`config.mk`:
```
export PLATFORM = sky130hd
export DESIGN_NAME = bpw_power_wake
export DESIGN_NICKNAME = d
export VERILOG_FILES = /design/src/core/bpw_power_wake.v
export VERILOG_INCLUDE_DIRS = /design/src /design/src/core
export SDC_FILE = /design/constraint.sdc
export NUM_CORES = 1
export LEC_CHECK = 0
export ABC_AREA = 1
export BUFFER_PORTS_ARGS = -buffer_cell sky130_fd_sc_hd__buf_2
export CORE_MARGIN = 5
export CORE_UTILIZATION = 50
export DETAILED_ROUTE_END_ITERATION = 6
export GPL_TIMING_DRIVEN = 1
export PLACE_DENSITY_LB_ADDON = 0.15
export SLEW_MARGIN = 20
export SYNTH_ARGS = -nofsm -noshare
export SYNTH_HDL_FRONTEND = slang
export SYNTH_SLANG_ARGS = --single-unit
```
`constraint.sdc`:
```
create_clock -name clk -period 1.8 [get_ports clk]
set_input_delay 0.09 -clock clk [delete_from_list [all_inputs] [get_ports clk]]
set_output_delay 0.09 -clock clk [all_outputs]
set_load 0.03 [all_outputs]
```
`src/core/bpw_defs.vh`:
```
// Constants for the radio power and wake handshake block.
// Included by the power sequencer core; no logic here.
`ifndef BPW_DEFS_VH
`define BPW_DEFS_VH

// Power state encodings
`define BPW_ST_OFF 3'h0
`define BPW_ST_ACTIVE 3'h1
`define BPW_ST_LOWPWR 3'h2
`define BPW_ST_SHUTDOWN 3'h3

// Reset value and timer width
`define BPW_RST_PD 4'hf
`define BPW_TIMER_W 32

// Power-down bit positions
`define BPW_PD_TX 0
`define BPW_PD_RX 1
`define BPW_PD_PLL 2
`define BPW_PD_PA 3

`endif

```
`src/core/bpw_power_wake.v`:
```
// Power management core of a short-range radio: sleep/wake handshake,
// clock request, RF power-down controls, low-power modes and shutdown.
// Assumes one 100 MHz clock; wake and enable pins are asynchronous.
//
// Behaviour
// - Handshake lines act only in UART transport with handshake enabled.
// - Asserted device wake forces wake and blocks sleep.
// - Deasserted device wake allows sleep once internal criteria hold and software requests sleep.
// - Wake input and output polarities are independently software selectable.
// - Clock request high when radio is active, or when radio is enabled, not shut down and wireless LAN needs reference clock.
// - Clock request rises after radio enable rises at startup.
// - Separate power-down outputs for transmit, receive, PLL and amplifier.
// - Power actions come from software controls or packet handling.
// - RF sections powered only while a packet needs them.
// - Sniff, hold, park run on low-power clock and wake after interval.
// - Shutdown floats the host wake and clock request pins and disables most inputs.
// - Leaving shutdown is a full power-up with no retained state.
// - Radio reset held while radio enable is low.
`include "bpw_defs.vh"
`timescale 1ns/1ps
`default_nettype none

module bpw_power_wake #(
  parameter TIMER_W = `BPW_TIMER_W
) (
  // Clock and reset
  input wire clk,
  input wire rst,
  // Pins from the host side
  input wire radio_enable_in,
  input wire device_wake_request,
  input wire low_power_osc_in,
  // Host wake pin
  output wire host_wake_request_o,
  output wire host_wake_request_oe,
  // Clock request pin
  output wire clk_request_o,
  output wire clk_request_oe,
  // Software controls
  input wire uart_mode,
  input wire handshake_en,
  input wire dev_wake_active_low,
  input wire host_wake_active_low,
  input wire sw_host_wake,
  input wire sw_sleep_req,
  input wire sw_shutdown,
  input wire [TIMER_W-1:0] sleep_interval,
  input wire [3:0] sw_pd_force,
  // Internal demand and packet handling
  input wire sleep_criteria_met,
  input wire wlan_clk_need,
  input wire pkt_tx_active,
  input wire pkt_rx_active,
  input wire pkt_pa_active,
  // Status and controls
  output wire [3:0] rf_power_down,
  output wire radio_por_active,
  output wire core_awake,
  output wire on_low_power_clock,
  output wire in_shutdown,
  output wire [2:0] power_state
);

  localparam ST_OFF = `BPW_ST_OFF;
  localparam ST_ACTIVE = `BPW_ST_ACTIVE;
  localparam ST_LOWPWR = `BPW_ST_LOWPWR;
  localparam ST_SHUTDOWN = `BPW_ST_SHUTDOWN;

  // State decode shared by several outputs
  function is_state;
    input [2:0] cur;
    input [2:0] want;
    begin
      is_state = (cur == want);
    end
  endfunction

  // Three-stage pin synchronisers
  reg [2:0] en_sync_q;
  reg [2:0] wake_sync_q;
  reg [2:0] lpo_sync_q;
  reg en_q;
  reg wake_raw_q;
  reg lpo_q;
  reg lpo_prev_q;
  reg [2:0] state_q;
  reg [2:0] state_d;
  reg [TIMER_W-1:0] timer_q;
  reg [3:0] pd_q;
  reg host_wake_q;
  reg clk_req_q;

  // Decoded power states
  wire st_active = is_state(state_q, ST_ACTIVE);
  wire st_lowpwr = is_state(state_q, ST_LOWPWR);

  always @(posedge clk) begin
    if (rst) begin
      en_sync_q <= 3'h0;
      wake_sync_q <= 3'h0;
      lpo_sync_q <= 3'h0;
      en_q <= 1'b0;
      wake_raw_q <= 1'b0;
      lpo_q <= 1'b0;
      lpo_prev_q <= 1'b0;
    end else begin
      en_sync_q <= {en_sync_q[1:0], radio_enable_in};
      wake_sync_q <= {wake_sync_q[1:0], device_wake_request};
      lpo_sync_q <= {lpo_sync_q[1:0], low_power_osc_in};
      // A change counts once stages two and three agree
      if (en_sync_q[1] == en_sync_q[2])
        en_q <= en_sync_q[2];
      if (wake_sync_q[1] == wake_sync_q[2])
        wake_raw_q <= wake_sync_q[2];
      if (lpo_sync_q[1] == lpo_sync_q[2])
        lpo_q <= lpo_sync_q[2];
      lpo_prev_q <= lpo_q;
    end
  end

  wire wake_level = wake_raw_q ^ dev_wake_active_low;
  wire hs_on = uart_mode & handshake_en;
  wire dev_wake = hs_on & wake_level;
  // Rising edge of the slow clock
  wire lpo_tick = lpo_q & ~lpo_prev_q;
  wire may_sleep = ~dev_wake & sleep_criteria_met & sw_sleep_req;

  // Next power state
  always @* begin
    state_d = state_q;
    case (state_q)
      ST_OFF: begin
        if (en_q && !sw_shutdown)
          state_d = ST_ACTIVE;
      end
      ST_ACTIVE: begin
        if (sw_shutdown)
          state_d = ST_SHUTDOWN;
        else if (may_sleep)
          state_d = ST_LOWPWR;
      end
      // Nap ends on wake request or timer run-out
      ST_LOWPWR: begin
        if (sw_shutdown)
          state_d = ST_SHUTDOWN;
        else if (dev_wake || (lpo_tick && timer_q <= 1))
          state_d = ST_ACTIVE;
      end
      ST_SHUTDOWN: begin
        if (!sw_shutdown)
          state_d = ST_OFF;
      end
      default: state_d = ST_OFF;
    endcase
    if (!en_q)
      state_d = ST_OFF;
  end

  always @(posedge clk) begin
    if (rst) begin
      state_q <= ST_OFF;
      timer_q <= {TIMER_W{1'b0}};
      pd_q <= `BPW_RST_PD;
      host_wake_q <= 1'b0;
      clk_req_q <= 1'b0;
    end else begin
      state_q <= state_d;
      // Low-power interval timer
      // Count only while napping
      if (state_q != ST_LOWPWR)
        timer_q <= sleep_interval;
      else if (lpo_tick && timer_q != {TIMER_W{1'b0}})
        timer_q <= timer_q - 1'b1;
      if (state_q == ST_ACTIVE) begin
        pd_q[`BPW_PD_TX] <= sw_pd_force[`BPW_PD_TX] | ~pkt_tx_active;
        pd_q[`BPW_PD_RX] <= sw_pd_force[`BPW_PD_RX] | ~pkt_rx_active;
        pd_q[`BPW_PD_PLL] <= sw_pd_force[`BPW_PD_PLL] | ~(pkt_tx_active | pkt_rx_active);
        pd_q[`BPW_PD_PA] <= sw_pd_force[`BPW_PD_PA] | ~pkt_pa_active;
      end else begin
        // RF stays off outside the active state
        pd_q <= `BPW_RST_PD;
      end
      host_wake_q <= hs_on & sw_host_wake & st_active;
      clk_req_q <= st_active | (en_q & wlan_clk_need & (state_q != ST_SHUTDOWN));
    end
  end

  wire shut = (state_q == ST_SHUTDOWN);

  assign host_wake_request_o = host_wake_q ^ host_wake_active_low;
  assign host_wake_request_oe = ~shut & hs_on;
  assign clk_request_o = clk_req_q;
  assign clk_request_oe = ~shut;
  assign rf_power_down = pd_q;
  assign radio_por_active = ~en_q;
  assign core_awake = st_active;
  assign on_low_power_clock = st_lowpwr;
  assign in_shutdown = shut;
  assign power_state = state_q;

endmodule // bpw_power_wake

`default_nettype wire

```
# == Word level (Yosys, flattened, before mapping) ==
# Index checks and enable logic that the tools add are counted.
# totals
reg_bits,54
out_inout_bits,15
word_cells,73
# classes
n_addsub,1
order_cmp,1
eq_ne,12
mux,9
bitwise,27
n_reduce_logical,11
# ops
op,count
$mux W32,2
$le A32 B1 Y1 const B,1
$reduce_bool A32 Y1,1
$sub A32 B1 Y32 const B,1
$mux W3,6
$ne A3 B2 Y1 const B,4
$pmux W3 S4,1
$and A1 B1 Y1,10
$not A1 Y1,9
$eq A3 B2 Y1 const B,2
$or A1 B1 Y1,6
$ne A2 B2 Y1 const B,2
$reduce_and A4 Y1,1
$reduce_or A2 Y1,2
$eq A1 B1 Y1,3
$eq A3 B1 Y1 const B,1
$logic_and A1 B1 Y1,3
$logic_not A3 Y1,1
$reduce_bool A2 Y1,1
$xor A1 B1 Y1,2
$logic_not A1 Y1,1
$logic_or A1 B1 Y1,1

# == Depth between registers and ports, before layout ==
# depth
depth_word,8
ltp_mapped,12
ltp_nobuf,12

# == Worst setup path after synthesis ==
# No wires, ideal clock.
# synth_timing
kind,register to register
start,"register state_q[1], in the netlist power_state[1]"
end,register timer_q[17]
setup_ns,0.117
arrival_ns,1.675
setup_slack_ns,0.008
path_stages_with_launch,8
path_buffers,2
synth_period_minus_slack_ns,1.792
path_cell_list,dfxtp_1 -> inv_1 -> nor2_2 -> clkbuf_1 -> buf_2 -> nand2_1 -> nor3_1 -> nor2_1
# synth_via
elab_chain_len,2
elab_cells_between_ends,3
# synth_rtl
element,line,source
"start, declared",bpw_power_wake.v:86,reg [2:0] state_q;
"start signal, assigned",bpw_power_wake.v:167,state_q <= state_d;
$ne A3 B2 Y1 *,bpw_power_wake.v:170,if (state_q != ST_LOWPWR)
$mux W32 or $reduce_bool A2 Y1 (tied branches),--,
"end signal, assigned",bpw_power_wake.v:162,timer_q <= {TIMER_W{1'b0}};
"end signal, assigned",bpw_power_wake.v:171,timer_q <= sleep_interval;
"end signal, assigned",bpw_power_wake.v:173,timer_q <= timer_q - 1'b1;
"end, declared",bpw_power_wake.v:88,reg [TIMER_W-1:0] timer_q;
# Mark *: on every way between the ends. The rest lies on a longest branch, timed or not.
# A chain may end at the register's enable or synchronous reset.

# == Worst setup path after layout ==
# layout_timing
start,register timer_q[12]
end,register timer_q[1]
# layout_via
elab_chain_len,3
# layout_rtl
element,line,source
$reduce_bool A32 Y1,bpw_power_wake.v:172,else if (lpo_tick && timer_q != {TIMER_W{1'b0}})
$logic_and A1 B1 Y1,bpw_power_wake.v:172,
$reduce_bool A2 Y1 (no line),--,
# Every way passes these cells.

==> results.json <==
{
  "synth.area.mux_share_pct": 1.58,
  "grt_antenna_before_repair": 0,
  "netlist_area_sq_um": 3160,
  "numCtsBuffers": 5,
  "avgSynthCellArea_sq_um": 6.17,
  "die-area_sq_um": 8020,
  "ant_nets": 0,
  "gp_congestion": 0.891,
  "crit_path_top_delay_cell": "dfxtp_1",
  "min_period_ns": 1.72,
  "setup_viol": 0,
  "grt_max_degree": 27,
  "synth_top_area_share_pct": 33.5,
  "drc": 0,
  "row_count": 29,
  "syn_inst": 513,
  "slew_viol_final": 0,
  "place_hpwl_um": 6450,
  "cts_sinks": 53,
  "antenna_cells": 0,
  "rr_worst_depth": 9,
  "drive_above_1_share_pct": 26.9,
  "synth_ff_type": "dfxtp_1",
  "io_pins": 68,
  "synth-compound-area-share_pct": 12.1,
  "wl_per_cell_um": 13.1,
  "holdPathStages": 3,
  "instances_no_fill": 694,
  "critPathRequiredTime_ns": 2.01,
  "synth-simple-area-share_pct": 40.4,
  "netlist_top_cells_count": "nor2_1, nand2_1, dfxtp_1",
  "placed_cells": 666,
  "worstSetupPathDepth": 9,
  "io_buffers": 66,
  "start_kind": "register",
  "max_freq_mhz": 583,
  "synth_edf_count": 0,
  "areaGrowthSynthToFinish_pct": 32.5,
  "drv_cap": 0,
  "nets": 671,
  "vias": 3594,
  "cellLeakagePower_nw": 2.00,
  "seq_area_frac_synth_pct": 33.5,
  "yosys.area_share.xor_xnor_pct": 2.77,
  "synth_warnings": 0,
  "dr.pass1.iters": 5,
  "vias_per_cell": 5.18,
  "status": "completed",
  "critical-path-max-stage-delay_ns": 0.35,
  "crit_fanout": 9,
  "cts-htree-levels": 2,
  "die_h_um": 89.5,
  "period_share_pct": 95.4,
  "worstHoldPathType": "input port to register",
  "yosysUniqueCellTypes": 31,
  "synth_fp_nets": 568,
  "p_per_area_nw_per_um2": 609,
  "synth_top_family_by_area": "simple AND/OR/NAND/NOR gates",
  "root_buffer": "clkbuf_8",
  "synth_adder_area_share_pct": 0.791,
  "ys_seq_elements": 53,
  "grtUsageTotal_pct": 23.2,
  "yosysTopAreaCell": "dfxtp_1",
  "async_reset_ff_share_pct": 0,
  "yosysMostFrequentCell": "nor2_1",
  "cts.clk_slew.worst_paths_ns": 0.10,
  "cts_tree": "built",
  "clk_path_buf_depth": 2,
  "worstSetupPathType": "register to register",
  "utilization_pct": 67.2,
  "postPlaceCellArea_sq_um": 3720,
  "hold_viol": 0,
  "p_total_mw": 2.55,
  "first_global_vias": 3300,
  "initial_core_util_pct": 50.7,
  "core_sq_um": 6240,
  "crit_family": "simple AND/OR/NAND/NOR gates",
  "routed_wl_um": 9100,
  "grt_pass1_wl_um": 14700,
  "slew_headroom_pct": 56.8,
  "path_buf_inv": 1,
  "design_area_sq_um": 4190,
  "clk_latency_ns": 0.31,
  "worst_pin_slew_ns": 0.647,
  "drt_iter0_markers": 230,
  "path_cells": "nor2_1, nand2_2, nor2_4, nand2_2, o21ai_4, nand2_4, buf_8, o21ai_0, nor2_1",
  "finalClockSkew_ns": 0.00482,
  "synthTopCellsByArea": "dfxtp_1, nor2_1, nand2_1, o21ai_0, inv_1",
  "timing.hold.ws_ns": 0.0211,
  "end_kind": "register",
  "grt_remaining_overflow": 0,
  "die_w_um": 89.5,
  "cp.arrival_ns": 1.92,
  "ir_worst_vdd_mv": 0.365
}
==> power by group <==
part	switching, mW	leakage (nW)	internal [mW]
Combinational	0.254	1.50	0.209
Sequential	0.0463	0.438	1.22
Clock	0.404	0.0554	0.418
==> cells by family (layout without fill, tap and decap cells) <==
kind of cell             Yosys count  in the layout
AND/OR/NAND/NOR                  305            305
other                              1              1
multiplexers                       5              5
buffers and inverters             67            171
adder cells (fa/ha/maj)            2              2
XOR/XNOR                          10             10
AO/OA/AOI/OAI                     70             70
flip-flops                        53             53
==> worst min-delay path, stage by stage <==
cell and delay (ns):
buf_2 0.08, nand3_1 0.07, nand2_1 0.06
==> sequential cells by signal, indices dropped and copies added, names as in the netlist <==
name,cells
timer_q,32
rf_power_down,4
en_sync_q,3
lpo_sync_q,3
wake_sync_q,3
power_state,2
clk_request_o,1
en_q,1
host_wake_q,1
lpo_prev_q,1
lpo_q,1
wake_raw_q,1
==> final cells by class <==
cell class / count / area, sq um
clock buffers: 6 / 72.6
clock inverters: 2 / 38.8
fillers: 557 / 2050
inverters: 50 / 193
multi-input cells: 393 / 1950
flip-flops and latches: 53 / 1060
well taps: 77 / 96.3
repair buffers: 113 / 777
==> metal layers <==
metal | wire length (um) | share of wire, % | up-vias | global-route usage, %
met1 | 3860 | 42 | 1647 | 28.6
met4 | 212 | 2.3 | 0 | 8.80
li1 | - | - | 1822 | -
met3 | 636 | 7.0 | 16 | 3.78
met2 | 4380 | 48 | 109 | 40.5
met5 | 0 | 0 | - | 0
==> path summary, 6_finish.rpt <==
path / slack [ns] / end / from
worst max-delay path: 0.08 / timer_q[1] / timer_q[12]
worst min-delay path: 0.02 / clk_request_o / wlan_clk_need
worst max register to register: 0.08 / timer_q[1] / timer_q[12]
worst min register to register: 0.41 / en_sync_q[1] / en_sync_q[0]
==> stage by stage <==
stage          setup slack (ns)  TNS, ns
3_5_place_dp            -0.0128  -0.0128
3_3_place_gp             0.0860        0
6_report                 0.0833        0
4_1_cts                 -0.0199  -0.0199
2_1_floorplan           0.00847        0
5_1_grt                 -0.0133  -0.0318
==> layout by cell type, fill, tap and decap left out, types with 2 or more instances in the layout <==
cell type	n
a21oi_1	15
a21oi_2	7
buf_2	66
buf_4	30
buf_8	2
clkbuf_16	2
clkbuf_8	5
clkinv_4	2
dfxtp_1	50
dfxtp_2	3
dlygate4sd3_1	11
inv_1	47
mux2i_1	5
nand2_1	107
nand2_2	7
nand2_4	2
nand3_1	34
nand3b_1	4
nand4_1	4
nor2_1	111
nor2_2	13
nor2_4	6
nor3_1	3
nor3_2	3
o21ai_0	37
o21ai_1	7
o21ai_2	2
or2_2	10
xnor2_1	2
xor2_1	8
==> repair_timing <==
item	CTS	global route
setup buffers	0	7
gates resized for setup	6	50
hold buffers	11	0
endpoints found under the setup margin	19	33
hold endpoints to repair	8	0
cloned	0	2
pin swaps	0	4
Power figures use the tool's default switching activity.
